## src/hvs_pkg.sv

```systemverilog
// Package: constants and carrier types for the voltage cycle sequencer
package hvs_pkg;

	// ----------------------------------------------------------------
	// Register map (byte addresses)
	// ----------------------------------------------------------------
	localparam logic [3:0] HVS_ADDR_CTRL = 4'h0;
	localparam logic [3:0] HVS_ADDR_STATUS = 4'h4;

	// ----------------------------------------------------------------
	// Control register fields and reset values
	// ----------------------------------------------------------------
	localparam int HVS_CTRL_FAST_BIT = 0;
	localparam int HVS_CTRL_WIDTH_LSB = 8;
	localparam int HVS_CTRL_WIDTH_W = 8;
	localparam logic HVS_RST_FAST = 1'b0;
	localparam logic [7:0] HVS_RST_WIDTH = 8'h0A;

	// ----------------------------------------------------------------
	// Status register field positions
	// ----------------------------------------------------------------
	localparam int HVS_ST_CYCLE_LSB = 0;
	localparam int HVS_ST_MODE_LSB = 4;
	localparam int HVS_ST_ISC_BIT = 6;
	localparam int HVS_ST_ESC_BIT = 7;
	localparam int HVS_ST_SID_BIT = 8;
	localparam int HVS_ST_POL_BIT = 9;
	localparam int HVS_ST_ZERO_BIT = 10;
	localparam int HVS_ST_STAB_B_BIT = 11;
	localparam int HVS_ST_L4_BIT = 12;
	localparam int HVS_ST_L5_BIT = 13;

	// ----------------------------------------------------------------
	// Sequencing constants
	// ----------------------------------------------------------------
	localparam logic [3:0] HVS_CYCLE_RESET = 4'h0;
	localparam logic [1:0] HVS_MODE_RESET = 2'h0;
	localparam logic [2:0] HVS_STAB_START_CHG = 3'h3;
	localparam logic [2:0] HVS_STAB_START_SAME = 3'h1;
	localparam logic [2:0] HVS_STEP6_BCD = 3'h3;
	localparam int HVS_NPULSE = 11;

	// ----------------------------------------------------------------
	// Pulse inputs from the sibling logic, all on clk_in
	// ----------------------------------------------------------------
	typedef struct packed {
		logic max_flux;
		logic det7;
		logic cycle_adv;
		logic ion_reset;
		logic elec_start;
		logic mode_chg;
		logic cycle_end;
		logic sun;
		logic slow_xfer;
		logic drained;
		logic step_adv;
	} hvs_pulse_t;

endpackage : hvs_pkg

```

## src/hvs_sequencer.sv

```systemverilog
// Module: cycle, suppression and zero-voltage sequencer with Avalon slave
//
// Chosen here: the register addresses and the Avalon-MM register port.
`timescale 1ns/1ps
// Behaviour
// - Max flux strobe gated to ion transfer
// - Step-7 electron transfer; fast rate suppresses both
// - Fast selects live counter, slow held register
// - Cycle counter: seven ion, one electron
// - F and I clear G, H bits
// - H and I give fourth-ion flag, polarity
// - Polarity marks electron cycle, plus complement
// - Ion code: fourth flag or polarity by mode
// - Both mode bits high hold ion code low
// - Mode latch cleared at electron start advances counter
// - Mode counter skips 0,1 straight to 1,1
// - Ion reset drives electron code low
// - Sixth electron step sets electron code high
// - Status bit high when nothing unsuppressed
// - Status change fires programmable-width mode pulse
// - Codes and polarity form two voltage selects
// - Idle: latches 3, 4, 5 set, zero and stab high
// - Change case: cycle end, mode pulse clear latches
// - Change case: stabilise after third, end fourth
// - End of stabilisation sets latches 3, 4
// - Slow rate: blocked until buffer drained
// - No change: latch 4 stays, short path
// - No change: first starts, second ends stabilisation
// - Step advance blocked by zero or inhibit
module hvs_sequencer (
	// Clock and reset
	input wire logic clk_in,
	input wire logic rst_b_in,
	// Avalon-MM slave
	input wire logic [3:0] avs_address_in,
	input wire logic avs_read_in,
	input wire logic avs_write_in,
	input wire logic [31:0] avs_writedata_in,
	output logic [31:0] avs_readdata_out,
	output logic avs_waitrequest_out,
	// Sibling logic pulses and levels
	input wire hvs_pkg::hvs_pulse_t pulse_in,
	input wire logic [4:0] step_count_in,
	input wire logic [4:0] step_reg_in,
	input wire logic advance_inhibit_in,
	// Transfer and ramp
	output logic ion_transfer_strobe_out,
	output logic electron_transfer_strobe_out,
	output logic transfer_pulse_out,
	output logic transfer_pulse_b_out,
	output logic [4:0] ramp_step_out,
	output logic ramp_source_gate_out,
	output logic ramp_source_gate_b_out,
	// Cycle, polarity and suppression
	output logic [3:0] cycle_state_out,
	output logic polarity_electron_out,
	output logic polarity_electron_b_out,
	output logic fourth_ion_cycle_flag_out,
	output logic mode_cmd_bit_one_out,
	output logic mode_cmd_bit_two_out,
	output logic ion_suppress_code_out,
	output logic electron_suppress_code_out,
	output logic suppressed_status_bit_out,
	output logic status_toggle_pulse_out,
	output logic suppressed_mode_start_pulse_out,
	output logic suppressed_mode_start_pulse_b_out,
	output logic [1:0] supp_select_out,
	// Zero voltage and stabilisation
	output logic voltage_zero_force_out,
	output logic stabilize_b_out,
	output logic step_advance_pulse_out
);

	// ----------------------------------------------------------------
	// Declarations
	// ----------------------------------------------------------------
	logic [hvs_pkg::HVS_NPULSE-1:0] pulse_vec;
	logic [hvs_pkg::HVS_NPULSE-1:0] pulse_prev;
	logic [hvs_pkg::HVS_NPULSE-1:0] stb_vec;
	hvs_pkg::hvs_pulse_t stb;
	logic fast_rate_mode;
	logic [7:0] ism_width;
	logic bus_ack;
	logic bus_req;
	logic [31:0] status_word;
	logic f_q, g_q, h_q, i_q;
	logic polarity_electron;
	logic fourth_ion;
	logic mode_latch;
	logic mc1, mc2;
	logic next_mc1, next_mc2;
	logic ion_suppress_code;
	logic electron_suppress_code;
	logic suppressed_status_bit;
	logic sid_prev;
	logic sid_toggle;
	logic [7:0] ism_cnt;
	logic ism_start;
	logic latch3, latch4, latch5;
	logic [2:0] sun_cnt;
	logic [2:0] stab_start;
	logic sun_admit;
	logic stab_end;

	// ----------------------------------------------------------------
	// Input strobes
	// ----------------------------------------------------------------
	assign pulse_vec = pulse_in;
	assign stb = stb_vec;

	// Previous level of every pulse input
	always_ff @(posedge clk_in) begin
		if (!rst_b_in) begin
			pulse_prev <= '0;
		end else begin
			pulse_prev <= pulse_vec;
		end
	end

	// Rising edge of each input becomes a one-cycle strobe
	for (genvar k = 0; k < hvs_pkg::HVS_NPULSE; k++) begin : g_edge
		assign stb_vec[k] = pulse_vec[k] & ~pulse_prev[k];
	end

	// ----------------------------------------------------------------
	// Avalon-MM slave, one wait state on every access
	// ----------------------------------------------------------------
	assign bus_req = avs_read_in | avs_write_in;
	assign avs_waitrequest_out = bus_req & ~bus_ack;

	// Ack flag alternates so each access completes on its second edge
	always_ff @(posedge clk_in) begin
		if (!rst_b_in) begin
			bus_ack <= 1'b0;
		end else begin
			bus_ack <= bus_req & ~bus_ack;
		end
	end

	// Control register writes
	always_ff @(posedge clk_in) begin
		if (!rst_b_in) begin
			fast_rate_mode <= hvs_pkg::HVS_RST_FAST;
			ism_width <= hvs_pkg::HVS_RST_WIDTH;
		end else if (avs_write_in && bus_ack
				&& avs_address_in == hvs_pkg::HVS_ADDR_CTRL) begin
			fast_rate_mode <= avs_writedata_in[hvs_pkg::HVS_CTRL_FAST_BIT];
			ism_width <= avs_writedata_in[hvs_pkg::HVS_CTRL_WIDTH_LSB +:
				hvs_pkg::HVS_CTRL_WIDTH_W];
		end
	end

	// Status word gathers the sequencer state
	always_comb begin
		status_word = '0;
		status_word[hvs_pkg::HVS_ST_CYCLE_LSB +: 4] = {f_q, g_q, h_q, i_q};
		status_word[hvs_pkg::HVS_ST_MODE_LSB +: 2] = {mc2, mc1};
		status_word[hvs_pkg::HVS_ST_ISC_BIT] = ion_suppress_code;
		status_word[hvs_pkg::HVS_ST_ESC_BIT] = electron_suppress_code;
		status_word[hvs_pkg::HVS_ST_SID_BIT] = suppressed_status_bit;
		status_word[hvs_pkg::HVS_ST_POL_BIT] = polarity_electron;
		status_word[hvs_pkg::HVS_ST_ZERO_BIT] = latch3;
		status_word[hvs_pkg::HVS_ST_STAB_B_BIT] = stabilize_b_out;
		status_word[hvs_pkg::HVS_ST_L4_BIT] = latch4;
		status_word[hvs_pkg::HVS_ST_L5_BIT] = latch5;
	end

	// Read data loaded in the wait cycle, stands at the completing edge
	always_ff @(posedge clk_in) begin
		if (!rst_b_in) begin
			avs_readdata_out <= 32'h00000000;
		end else if (avs_read_in && !bus_ack) begin
			unique case (avs_address_in)
				hvs_pkg::HVS_ADDR_CTRL: begin
					avs_readdata_out <= {16'h0000, ism_width, 7'h00,
						fast_rate_mode};
				end
				hvs_pkg::HVS_ADDR_STATUS: begin
					avs_readdata_out <= status_word;
				end
				default: begin
					avs_readdata_out <= 32'h00000000;
				end
			endcase
		end
	end

	// ----------------------------------------------------------------
	// Transfer logic and ramp gate
	// ----------------------------------------------------------------
	always_ff @(posedge clk_in) begin
		if (!rst_b_in) begin
			ion_transfer_strobe_out <= 1'b0;
			electron_transfer_strobe_out <= 1'b0;
			transfer_pulse_out <= 1'b0;
			transfer_pulse_b_out <= 1'b1;
		end else begin
			ion_transfer_strobe_out <= stb.max_flux & ~polarity_electron
				& ~fast_rate_mode;
			electron_transfer_strobe_out <= stb.det7 & polarity_electron
				& ~fast_rate_mode;
			transfer_pulse_out <= ~fast_rate_mode & ((stb.max_flux
				& ~polarity_electron) | (stb.det7 & polarity_electron));
			transfer_pulse_b_out <= ~(~fast_rate_mode & ((stb.max_flux
				& ~polarity_electron) | (stb.det7 & polarity_electron)));
		end
	end

	// Live counter at fast rate, held register at slow rate
	always_ff @(posedge clk_in) begin
		if (!rst_b_in) begin
			ramp_step_out <= 5'h00;
			ramp_source_gate_out <= 1'b0;
			ramp_source_gate_b_out <= 1'b1;
		end else begin
			ramp_step_out <= fast_rate_mode ? step_count_in
				: step_reg_in;
			ramp_source_gate_out <= fast_rate_mode;
			ramp_source_gate_b_out <= ~fast_rate_mode;
		end
	end

	// ----------------------------------------------------------------
	// Cycle counter and polarity
	// ----------------------------------------------------------------
	// Johnson sequence of eight states, forbidden states flushed
	always_ff @(posedge clk_in) begin
		if (!rst_b_in) begin
			{f_q, g_q, h_q, i_q} <= hvs_pkg::HVS_CYCLE_RESET;
		end else if (stb.cycle_adv) begin
			f_q <= ~i_q;
			g_q <= f_q & (f_q | i_q);
			h_q <= g_q & (f_q | i_q);
			i_q <= h_q;
		end
	end

	assign fourth_ion = h_q & ~i_q;
	assign polarity_electron = ~h_q & i_q;

	// ----------------------------------------------------------------
	// Mode command counter and ion suppression code
	// ----------------------------------------------------------------
	// Two-bit ripple count, state 0,1 replaced by 1,1 at once
	always_comb begin
		next_mc1 = ~mc1;
		next_mc2 = mc2 ^ mc1;
		if (!next_mc1 && next_mc2) begin
			next_mc1 = 1'b1;
		end
	end

	// Command latch; its clear at electron start advances the count
	always_ff @(posedge clk_in) begin
		if (!rst_b_in) begin
			mode_latch <= 1'b0;
			{mc2, mc1} <= hvs_pkg::HVS_MODE_RESET;
		end else begin
			if (stb.mode_chg) begin
				mode_latch <= 1'b1;
			end else if (stb.elec_start) begin
				mode_latch <= 1'b0;
			end
			if (mode_latch && stb.elec_start) begin
				mc1 <= next_mc1;
				mc2 <= next_mc2;
			end
		end
	end

	// Ion code chosen by the mode bits
	always_comb begin
		if (mc1 && mc2) begin
			ion_suppress_code = 1'b0;
		end else if (mc1) begin
			ion_suppress_code = polarity_electron;
		end else if (!mc2) begin
			ion_suppress_code = fourth_ion;
		end else begin
			ion_suppress_code = 1'b0;
		end
	end

	// ----------------------------------------------------------------
	// Electron suppression code
	// ----------------------------------------------------------------
	// Sixth electron step sets, ion reset clears; set wins
	always_ff @(posedge clk_in) begin
		if (!rst_b_in) begin
			electron_suppress_code <= 1'b0;
		end else if (polarity_electron
				&& step_count_in[3:1] == hvs_pkg::HVS_STEP6_BCD) begin
			electron_suppress_code <= 1'b1;
		end else if (stb.ion_reset) begin
			electron_suppress_code <= 1'b0;
		end
	end

	// ----------------------------------------------------------------
	// Suppressed status and mode pulse
	// ----------------------------------------------------------------
	assign suppressed_status_bit = ~(ion_suppress_code | (polarity_electron & ~electron_suppress_code));
	assign sid_toggle = suppressed_status_bit ^ sid_prev;
	assign ism_start = sid_toggle & (ism_cnt == 8'h00);

	// Status bit history and toggle pulse
	always_ff @(posedge clk_in) begin
		if (!rst_b_in) begin
			sid_prev <= 1'b1;
			status_toggle_pulse_out <= 1'b0;
		end else begin
			sid_prev <= suppressed_status_bit;
			status_toggle_pulse_out <= sid_toggle;
		end
	end

	// One-shot of programmable width, retriggered by later toggles
	always_ff @(posedge clk_in) begin
		if (!rst_b_in) begin
			ism_cnt <= 8'h00;
		end else if (sid_toggle) begin
			ism_cnt <= (ism_width == 8'h00) ? 8'h01 : ism_width;
		end else if (ism_cnt != 8'h00) begin
			ism_cnt <= ism_cnt - 8'h01;
		end
	end

	// ----------------------------------------------------------------
	// Zero voltage and stabilisation latches
	// ----------------------------------------------------------------
	assign stab_start = latch4 ? hvs_pkg::HVS_STAB_START_SAME
		: hvs_pkg::HVS_STAB_START_CHG;
	// Sun pulse passes only with zero off; buffer hold blocks it only while stabilising
	assign sun_admit = stb.sun & ~latch3
		& (latch5 | stabilize_b_out);
	assign stab_end = sun_admit
		&& (sun_cnt == stab_start);

	// Latch 3 cleared at cycle end, latch 4 at mode pulse start; both set at stabilisation end
	always_ff @(posedge clk_in) begin
		if (!rst_b_in) begin
			latch3 <= 1'b1;
			latch4 <= 1'b1;
		end else begin
			if (stab_end) begin
				latch3 <= 1'b1;
			end else if (stb.cycle_end) begin
				latch3 <= 1'b0;
			end
			if (stab_end) begin
				latch4 <= 1'b1;
			end else if (ism_start) begin
				latch4 <= 1'b0;
			end
		end
	end

	// Latch 5 holds the slow-rate sequence until the buffer drains
	always_ff @(posedge clk_in) begin
		if (!rst_b_in) begin
			latch5 <= 1'b1;
		end else if (stb.drained) begin
			latch5 <= 1'b1;
		end else if (stb.slow_xfer && !fast_rate_mode) begin
			latch5 <= 1'b0;
		end
	end

	// Admitted sun pulses counted in place of latches 1 and 2
	always_ff @(posedge clk_in) begin
		if (!rst_b_in) begin
			sun_cnt <= 3'h0;
			stabilize_b_out <= 1'b1;
		end else if (stb.cycle_end) begin
			sun_cnt <= 3'h0;
			stabilize_b_out <= 1'b1;
		end else if (stab_end) begin
			sun_cnt <= 3'h0;
			stabilize_b_out <= 1'b1;
		end else if (sun_admit) begin
			sun_cnt <= sun_cnt + 3'h1;
			if (sun_cnt + 3'h1 == stab_start) begin
				stabilize_b_out <= 1'b0;
			end
		end
	end

	// ----------------------------------------------------------------
	// Registered outputs
	// ----------------------------------------------------------------
	always_ff @(posedge clk_in) begin
		if (!rst_b_in) begin
			step_advance_pulse_out <= 1'b0;
			supp_select_out <= 2'b00;
			suppressed_mode_start_pulse_out <= 1'b0;
			suppressed_mode_start_pulse_b_out <= 1'b1;
		end else begin
			step_advance_pulse_out <= stb.step_adv & ~latch3
				& ~advance_inhibit_in;
			// Bit 0 is the 6+0 line, bit 1 the 6+25 line
			supp_select_out <= polarity_electron ? {electron_suppress_code, ~electron_suppress_code}
				: {ion_suppress_code, ion_suppress_code};
			suppressed_mode_start_pulse_out <= sid_toggle
				| (ism_cnt > 8'h01);
			suppressed_mode_start_pulse_b_out <= ~(sid_toggle
				| (ism_cnt > 8'h01));
		end
	end

	// Level outputs taken straight from state flops and decode
	assign cycle_state_out = {f_q, g_q, h_q, i_q};
	assign polarity_electron_out = polarity_electron;
	assign polarity_electron_b_out = ~polarity_electron;
	assign fourth_ion_cycle_flag_out = fourth_ion;
	assign mode_cmd_bit_one_out = mc1;
	assign mode_cmd_bit_two_out = mc2;
	assign ion_suppress_code_out = ion_suppress_code;
	assign electron_suppress_code_out = electron_suppress_code;
	assign suppressed_status_bit_out = suppressed_status_bit;
	assign voltage_zero_force_out = latch3;

endmodule : hvs_sequencer

```

## config.mk

```make
export PLATFORM = sky130hd
export DESIGN_NAME = hvs_sequencer
export DESIGN_NICKNAME = d
export VERILOG_FILES = /design/src/hvs_pkg.sv /design/src/hvs_sequencer.sv
export SDC_FILE = /design/constraint.sdc
export NUM_CORES = 1
export LEC_CHECK = 0
export ABC_AREA = 0
export ABC_CLOCK_PERIOD_IN_PS = 3800
export BUFFER_PORTS_ARGS = -buffer_cell sky130_fd_sc_hd__buf_2
export CAP_MARGIN = 20
export CORE_MARGIN = 2
export CORE_UTILIZATION = 50
export CTS_CLUSTER_SIZE = 14
export DETAILED_ROUTE_END_ITERATION = 7
export GPL_TIMING_DRIVEN = 0
export MAX_ROUTING_LAYER = met4
export PLACE_DENSITY = 0.84
export SLEW_MARGIN = 0
export SYNTH_ARGS = -nofsm -noshare
export SYNTH_HDL_FRONTEND = slang
export SYNTH_SLANG_ARGS = --single-unit
```

## constraint.sdc

```tcl
create_clock -name clk_in -period 3.8 [get_ports clk_in]
set_input_delay 0.19 -clock clk_in [delete_from_list [all_inputs] [get_ports clk_in]]
set_output_delay 0.19 -clock clk_in [all_outputs]
set_load 0.03 [all_outputs]
```

==> results.cfg, run 1 <==
[clocking]
ctsHtreeMaxLevel = 3
cts.repair.resized = 0
clkTransAtPathRegs_ps = 90
numCtsBuffers = 9
clockBufferDepth = 2
cts_tree = built
cts-root-buf = clkbuf_8
cts_num_sinks = 78
clk_latency_ps = 350

[die]
num_rows = 29
start_util = 0.5145
fp.dieW_um = 84.60
ios = 126
core_area_sq_um = 6314
die_height_um = 84.60
die_area_sq_um = 7157

[global_route]
track_usage = 0.2184
grt_use_met1 = 0.2712
antenna_found_initial = 0
grt_pass1_wl_mm = 11.90
grt_max_degree = 15
busiest_layer = met2
grt_overflow_total = 0
grt_pass1_vias = 2542
met2_usage = 0.3386
grt_util_met3 = 0.04818

[timing]
finalHoldViolCount = 0
setup_tns_ps = 0
fmax_ghz = 0.4817
timing.final.crit_share = 0.5464
rsz0062_at_grt = false
worstMarginPinSlew_ps = 1036
setup_viol = 0
min_period_ps = 2076
max-slew-margin-rel = 0.3031
report.final.slew_viol_count = 0
worst_clock_skew_ps = 10.53

[routing]
drt_iter0_drc = 204
wl_per_cell_um = 14.06
drc_errors = 0
vias_per_cell = 5.148
drt-pass1-iter-count = 6
vias = 2708
ant_nets = 0
wirelength_mm = 7.396

[logic_synthesis]
synth_edf_count = 0
ys_top_cells_by_area = dfxtp_1 (48%), mux2i_1 (8.0%), nor2b_1 (6.4%)
synth.largest_area_cell = dfxtp_1
synthCells = 331
syn_area_sq_um = 3248
ys.flop_type = dfxtp_1
yosysWarnings = 0
yosysTopAreaCellShare = 0.4807
ys_ff_latch = 78
avgSynthCellArea_sq_um = 9.813
ys_async_sr_fraction = 0
synth.distinct_cells = 41
ys_seq_area_frac = 0.4807

[power_and_ir_drop]
total_power_uw = 2016
p_leak_uw = 0.001812
power.density_nw_per_um2 = 498.9
irDropWorstVdd_mv = 0.3401

[place]
gp_congestion = 0.8344
dpl.hpwl_mm = 5.256
port_buffers = 86

[setup_path]
critPathMaxFanout = 10
worstPathCellList = ha_1 > nand2b_1 > a21oi_1 > nor2_2 > xor2_1 > buf_4 > mux2i_1
crit_arrival_ps = 2350
cp-end-kind = register
path_class = reg2reg
cpLargestDelayFamily = flip-flops
cp_slowest_cell = dfxtp_1
critPathMaxStageDelay_ps = 510
startpoint_type = register
critPathBufInv = 1
required_ps = 4070

[layout]
syn2layout_area_growth_pct = 24.38
drive_gt1_frac = 0.2873
nFillCells = 564
final_nets = 512
diodes = 0

[outcome]
status = finished clean

[run]
maxCapViolCount = 0

[hold_path]
worstHoldPathType = in2reg
## metal layers
layer | share of wire | vias to the layer above
met5 | 0 | -
met1 | 0.44 | 1265
met2 | 0.47 | 112
met3 | 0.078 | 14
li1 | - | 1317
met4 | 0.017 | 0
## cells by family (layout without fill, tap and decap cells)
kind of cell | count (synthesis) | in the layout | synth area share
mux | 27 | 27 | 0.08359
other cells | 1 | 16 | 0.001155
flops | 78 | 78 | 0.4807
compound gates | 42 | 42 | 0.09361
simple gates | 120 | 120 | 0.2103
buf+inv | 46 | 149 | 0.07781
fa+ha+maj | 6 | 6 | 0.02311
xor+xnor | 11 | 11 | 0.02966
## placed cells by master, fill, tap and decap left out, types with 10 or more instances in the layout
cell,netlist,final
nand2_1,23,23
nand2b_1,10,10
and2_1,16,16
buf_4,21,21
mux2i_1,26,26
inv_1,10,10
clkbuf_1,14,15
nor2b_1,33,33
dfxtp_1,78,78
conb_1,1,16
nor2_1,13,13
buf_2,1,87
## flip-flops by register name, summed over array words and instances, names as in the netlist, 2 cells and up
| register | count |
|---|---|
| ism_cnt | 8 |
| ism_width | 8 |
| avs_readdata_out | 16 |
| sun_cnt | 3 |
| supp_select_out | 2 |
| pulse_prev | 11 |
| ramp_step_out | 5 |
## worst paths after layout
check	from	endpoint	slack (ps)	cells past startpoint
max reg2reg	mode_cmd_bit_one_out	ism_cnt[3]	1720	7
min reg2reg	pulse_prev[10]	ion_transfer_strobe_out	410	1
min	avs_writedata_in[11]	ism_width[3]	50	3
max	mode_cmd_bit_one_out	ism_cnt[3]	1720	7
## metrics by stage
| stage | instances | util | cell area (sq um) | setup WS, ps | hold slack (ps) |
|---|---|---|---|---|---|
| after floorplan | 346 | - | 3304 | 1657 | 267.3 |
| after global placement | 509 | 0.6068 | 3831 | 1762 | 353.1 |
| after detailed placement | 509 | 0.6068 | 3831 | 1739 | 356.9 |
| after CTS | 526 | 0.6399 | 4040 | 1721 | 37.95 |
| after global routing | 526 | 0.6399 | 4040 | 1607 | 39.31 |
| final | 526 | 0.6399 | 4040 | 1724 | 52.67 |
## cell usage after synthesis (2+ instances only)
library cell / count
a21oi_1: 8
a222oi_1: 7
a22oi_1: 9
and2_1: 16
buf_4: 21
clkbuf_1: 14
dfxtp_1: 78
ha_1: 6
inv_1: 10
mux2i_1: 26
nand2_1: 23
nand2b_1: 10
nand3_1: 6
nor2_1: 13
nor2b_1: 33
nor3_1: 3
nor3b_1: 2
nor4_1: 3
nor4b_1: 2
o211ai_1: 2
o21ai_0: 8
o41ai_1: 3
xnor2_1: 6
xor2_1: 5
## timing repair
| item | in CTS | in global routing |
|---|---|---|
| hold buffers | 1 | 0 |
| buffers inserted | 0 | 0 |
| endpoints found under the hold margin | 1 | 0 |
## worst reg2reg max path, stage by stage (launching register included)
cell and delay [ps]:
dfxtp_1 510, ha_1 280, nand2b_1 120, a21oi_1 90, nor2_2 190, xor2_1 290, buf_4 270, mux2i_1 240
## where the power goes
group          switching [uW]  internal [uW]
Combinational             267            199
Sequential               52.8            883
Clock                     306            308
Total                     626           1390
## area by class of cell
cell class	instances	area [sq um]	share of cell area
Multi-Input combinational cell	222	1490	0.3688
Inverter	10	37.54	0.009291
Tap cell	77	96.34	0.02385
Timing Repair Buffer	87	440.4	0.1090
Clock buffer	10	127.6	0.03159
Clock inverter	6	71.32	0.01765
Sequential cell	78	1562	0.3865
Buffer	36	215.2	0.05327
No activity file was read; power rests on OpenSTA's default activity.
==> run 2: changes to the inputs <==
--- a/config.mk
+++ b/config.mk
@@ -6,16 +6,16 @@
 export NUM_CORES = 1
 export LEC_CHECK = 0
 export ABC_AREA = 0
-export ABC_CLOCK_PERIOD_IN_PS = 3800
+export ABC_CLOCK_PERIOD_IN_PS = 1800
 export BUFFER_PORTS_ARGS = -buffer_cell sky130_fd_sc_hd__buf_2
 export CAP_MARGIN = 20
 export CORE_MARGIN = 2
-export CORE_UTILIZATION = 50
+export CORE_UTILIZATION = 44
 export CTS_CLUSTER_SIZE = 14
 export DETAILED_ROUTE_END_ITERATION = 7
 export GPL_TIMING_DRIVEN = 0
 export MAX_ROUTING_LAYER = met4
-export PLACE_DENSITY = 0.84
+export PLACE_DENSITY = 0.78
 export SLEW_MARGIN = 0
 export SYNTH_ARGS = -nofsm -noshare
 export SYNTH_HDL_FRONTEND = slang
==> constraint.sdc (replaced) <==
create_clock -name clk_in -period 1.8 [get_ports clk_in]
set_input_delay 0.09 -clock clk_in [delete_from_list [all_inputs] [get_ports clk_in]]
set_output_delay 0.09 -clock clk_in [all_outputs]
set_load 0.03 [all_outputs]
==> run 2 against run 1 <==
Net effect:
- the flow now finishes with violations (negative setup slack)
- power up 120%
- clock power up 130%
- die area up 13%
- critical path depth down 2
- routed wire length up 7.3%
- count of clock-buffer cells in the layout down 1
- sequential cell count unchanged
==> results.cfg, run 2 (same netlist as run 1, synthesis figures left out) <==
[hold_path]
worstHoldPathType = in2reg

[timing]
setup_viol = 1
worstMarginPinSlew_ps = 650.6
fmax_ghz = 0.5525
finalHoldViolCount = 0
worst_clock_skew_ps = 7.338
rsz0062_at_grt = true
min_period_ps = 1810
fin_ws_ps = -9.964
timing.final.crit_share = 1.006
max-slew-margin-rel = 0.5662
report.final.slew_viol_count = 0

[layout]
top_regs = avs_readdata_out x16, pulse_prev x11
final_nets = 543
drive_gt1_frac = 0.3208
multiInputGateArea_sq_um = 1559
largest_reg_flops = 16
diodes = 0
nFillCells = 615
layout_common_cells = buf_2 (86), dfxtp_1 (74), nor2b_1 (33)
layout_commonest_cell = buf_2
regMostFlops = avs_readdata_out
seq_area_sq_um = 1574
fin_area_sq_um = 4472
syn2layout_area_growth_pct = 37.67

[die]
die_height_um = 89.92
core_area_sq_um = 7214
num_rows = 31
die_area_sq_um = 8086
fp.dieW_um = 89.92
ios = 126
start_util = 0.4502

[place]
port_buffers = 86
dpl.hpwl_mm = 5.560
dpl-instance-area_sq_um = 3887
gp_congestion = 0.8431

[clocking]
clockBufferDepth = 2
cts_num_sinks = 78
clk_latency_ps = 350
numCtsBuffers = 9
clkTransAtPathRegs_ps = 80
ctsHtreeMaxLevel = 3
cts_tree = built
cts-root-buf = clkbuf_8

[setup_path]
crit_arrival_ps = 2040
r2r_slack_ps = -10
critPathMaxFanout = 3
startpoint_type = register
path_class = reg2reg
cp-end-kind = register
required_ps = 2030

[power_and_ir_drop]
p_leak_uw = 0.001988
total_power_uw = 4523
power.density_nw_per_um2 = 1011
irDropWorstVdd_mv = 0.4536

[outcome]
status = complete, but fails checks
violations = negative setup slack

[global_route]
grt_max_degree = 15
grt_pass1_vias = 2670
grt_overflow_total = 0
antenna_found_initial = 0
grt_pass1_wl_mm = 12.85
track_usage = 0.2044

[routing]
wirelength_mm = 7.934
wl_per_cell_um = 13.70
drt_iter0_drc = 176
drt-pass1-iter-count = 5
vias_per_cell = 4.855
drc_errors = 0
ant_nets = 0
vias = 2811

[run]
maxCapViolCount = 0
[run 2: worst paths after layout]
check                       startpoint                              end  cells past startpoint
setup / recovery  mode_cmd_bit_two_out  suppressed_mode_start_pulse_out                      5
hold / removal          step_reg_in[2]                 ramp_step_out[2]                      3
setup reg to reg  mode_cmd_bit_two_out  suppressed_mode_start_pulse_out                      5
hold reg to reg          pulse_prev[0]           step_advance_pulse_out                      1
[run 2: what timing repair did]
| action | 4_1_cts | 5_1_grt |
|---|---|---|
| pin swaps | 3 | 4 |
| setup buffers | 5 | 4 |
| hold buffers | 23 | 0 |
| resized for setup | 8 | 9 |
| setup endpoints to repair | 28 | 20 |
| hold endpoints to repair | 22 | 0 |
[run 2: layout make-up]
cell class,count,area share
timing repair buffer,118,0.1634
multi-input combinational,222,0.3486
inverter,10,0.008394
clock inverter,7,0.02182
sequential,78,0.3520
clock buffer,9,0.02770
tap,99,0.02770
buffer,36,0.05036
[run 2: through the flow]
| stage | worst slack [ps] | instances | util | hold slack [ps] | setup TNS (ps) |
|---|---|---|---|---|---|
| after global placement | -175.4 | 531 | 0.5388 | 252.9 | -1971 |
| after detailed placement | -265.2 | 531 | 0.5388 | 259.1 | -2999 |
| after CTS | -35.54 | 575 | 0.6122 | 6.497 | -50.84 |
| after global routing | -54.24 | 579 | 0.6198 | 12.28 | -174.9 |
| final | -9.964 | 579 | 0.6198 | 5.119 | -9.964 |
| after floorplan | -42.07 | 346 | - | 167.3 | -42.07 |
[run 2: metal layers]
layer  track usage  share of wire
met5             -              0
met4       0.05897          0.010
met3       0.06287          0.060
met2        0.3479           0.49
met1        0.2337           0.44
[run 2: critical path: stages (launching register included)]
cell     delay, ps
dfxtp_4        350
or4b_4         560
nor2_4         140
nor2_4          70
xor2_4         170
o41a_1         390
[run 2: report_power, final]
group / internal, uW / switching (uW)
Combinational: 523 / 603
Sequential: 1860 / 114
Clock: 785 / 636
Total: 3170 / 1350
==> run 3: changes to the inputs <==
--- a/config.mk
+++ b/config.mk
@@ -5,7 +5,7 @@
 export SDC_FILE = /design/constraint.sdc
 export NUM_CORES = 1
 export LEC_CHECK = 0
-export ABC_AREA = 0
+export ABC_AREA = 1
 export ABC_CLOCK_PERIOD_IN_PS = 1800
 export BUFFER_PORTS_ARGS = -buffer_cell sky130_fd_sc_hd__buf_2
 export CAP_MARGIN = 20
==> run 3 against run 2 <==
Net effect:
- the run now ends clean
- non-clock buffer count is 14 lower
- clock skew rose by 2.6 ps
- synthesized cell count up 27%
- routed wire length rose by 5.1%
- sequential share of layout area increased by 0.60 points
- register-to-register slack better by 240 ps
- clock power barely moved
- largest power group unchanged
==> results.cfg, run 3 <==
[timing]
rsz0062_at_grt = true
fmax_ghz = 0.6022
worstMarginPinSlew_ps = 614.1
min_period_ps = 1661
max-slew-margin-rel = 0.5906
timing.final.crit_share = 0.9225
worst_clock_skew_ps = 9.913
setup_tns_ps = 0
hold_slack_ps = 30.89
finalHoldViolCount = 0
setup_viol = 0
report.final.slew_viol_count = 0

[routing]
drt-pass1-iter-count = 4
wirelength_mm = 8.341
ant_nets = 0
drc_errors = 0
wl_per_cell_um = 12.62
vias_per_cell = 4.669
vias = 3086
drt_iter0_drc = 200

[layout]
top_regs = avs_readdata_out x16, pulse_prev x11
fin_area_sq_um = 4373
finish.utilization = 0.6029
final_nets = 625
largest_reg_flops = 16
layout_commonest_cell = buf_2
syn2layout_area_growth_pct = 32.39
regMostFlops = avs_readdata_out
diodes = 0
drive_gt1_frac = 0.2633
layout_common_cells = buf_2 (88), nand2_1 (84), dfxtp_1 (75)
nFillCells = 669

[setup_path]
cp-end-kind = primary output
required_ps = 1710
crit_arrival_ps = 1570
path_class = reg2out
critPathMaxFanout = 7
startpoint_type = register
r2r_slack_ps = 230

[logic_synthesis]
ys_ff_latch = 78
synth_mux_area_frac = 0
ys_top_cells_by_area = dfxtp_1 (47%), nand2_1 (9.5%), inv_1 (6.5%)
yosysWarnings = 0
avgSynthCellArea_sq_um = 7.827
synthCells = 422
synth_compound_area_frac = 0.1258
ys_top_cells_by_count = nand2_1 (84), dfxtp_1 (78), inv_1 (57), a21oi_1 (37), o21ai_0 (28)
synth-xor-area-share = 0.01591
syn_area_sq_um = 3303
synth_most_common_cell = nand2_1
synth.distinct_cells = 34
synth_simple_gate_area_share = 0.2345
synth_top_family_by_area = simple AND/OR/NAND/NOR gates
ys_seq_area_frac = 0.4727
synth.largest_area_cell = dfxtp_1
ys_async_sr_fraction = 0
synth_edf_count = 0
yosys.area_share.adder = 0.02273
yosysTopAreaCellShare = 0.4727
ys.flop_type = dfxtp_1

[hold_path]
worstHoldPathType = in2reg

[global_route]
grt_max_degree = 14
track_usage = 0.2130
grt_overflow_total = 0
antenna_found_initial = 0
grt_pass1_vias = 2952
grt_pass1_wl_mm = 13.48

[place]
port_buffers = 85
gp_congestion = 0.8918
dpl.hpwl_mm = 5.971
dpl-instance-area_sq_um = 3909

[die]
num_rows = 31
core_area_sq_um = 7253
start_util = 0.4554
die_height_um = 90.65
fp.dieW_um = 90.65
die_area_sq_um = 8217
ios = 126

[outcome]
status = finished clean

[power_and_ir_drop]
p_leak_uw = 0.002187
irDropWorstVdd_mv = 0.5848
total_power_uw = 4633
power.density_nw_per_um2 = 1060

[clocking]
postCtsSetupRepairBufs = 0
cts-root-buf = clkbuf_8
cts_num_sinks = 78
numCtsBuffers = 9
clkTransAtPathRegs_ps = 80
clockBufferDepth = 2
clk_latency_ps = 350
ctsHtreeMaxLevel = 3
cts_tree = built

[run]
maxCapViolCount = 0
## run 3: changes by cell type after synthesis, sizes merged, moves of 16 or more
cell,change
nand2,+70
inv,+50
nor2b,-33
a21oi,+29
mux2i,-26
o21ai,+24
nand3,+23
and2,-16
## run 3: path summary, 6_finish.rpt
check                                           from                        end  depth (start not counted)
worst min register to register         pulse_prev[5]                 mode_latch                          1
worst min-delay path            avs_writedata_in[13]               ism_width[5]                          3
worst max-delay path                             i_q  suppressed_status_bit_out                          6
worst max register to register               bus_ack        avs_readdata_out[1]                          6
## run 3: logic make-up (layout without fill, tap and decap cells)
family          after synthesis  after routing
fa+ha+maj                     6              6
simple gates                161            161
compound gates               79             79
buf+inv                      91            216
other cells                   1             16
flops                        78             78
xor+xnor                      6              6
## run 3: worst max-delay path, stage by stage, from the launching register on
cell and delay [ps]:
dfxtp_2 400, inv_2 70, nor2_4 210, nand2_2 150, nand2_4 120, inv_1 80
buf_2 190
## run 3: layout make-up
| class | count | area, sq um | area share |
|---|---|---|---|
| clock buffer | 10 | 127.6 | 0.02918 |
| buffer | 30 | 191.4 | 0.04378 |
| multi-input combinational | 268 | 1378 | 0.3150 |
| sequential | 78 | 1565 | 0.3579 |
| tap | 99 | 123.9 | 0.02833 |
| inverter | 60 | 225.2 | 0.05150 |
| clock inverter | 6 | 86.33 | 0.01974 |
| timing repair buffer | 110 | 675.6 | 0.1545 |
## run 3: timing repair
action                     CTS  global route
hold buffers                25             0
setup endpoints to repair    0             2
gates resized for setup      0             3
hold endpoints to repair    22             0
## run 3: per-stage QoR
stage	instances	setup WS, ps
2_1_floorplan	437	237.4
3_3_place_gp	621	263.6
3_5_place_dp	621	257.0
4_1_cts	662	22.37
5_1_grt	661	2.298
6_report	661	139.5
## run 3: where the power goes
part           internal (uW)  leakage [uW]  switching (uW)
sequential              1880      0.000641             102
combinational            464       0.00144             788
clock                    778      0.000106             620
## run 3: per-layer routing
| layer | GRT usage | wire length, um | up-vias |
|---|---|---|---|
| met5 | - | 0 | - |
| met4 | 0.1038 | 197 | 0 |
| met3 | 0.06260 | 600 | 14 |
| met2 | 0.3464 | 4021 | 112 |
| met1 | 0.2397 | 3522 | 1378 |
| li1 | - | - | 1582 |
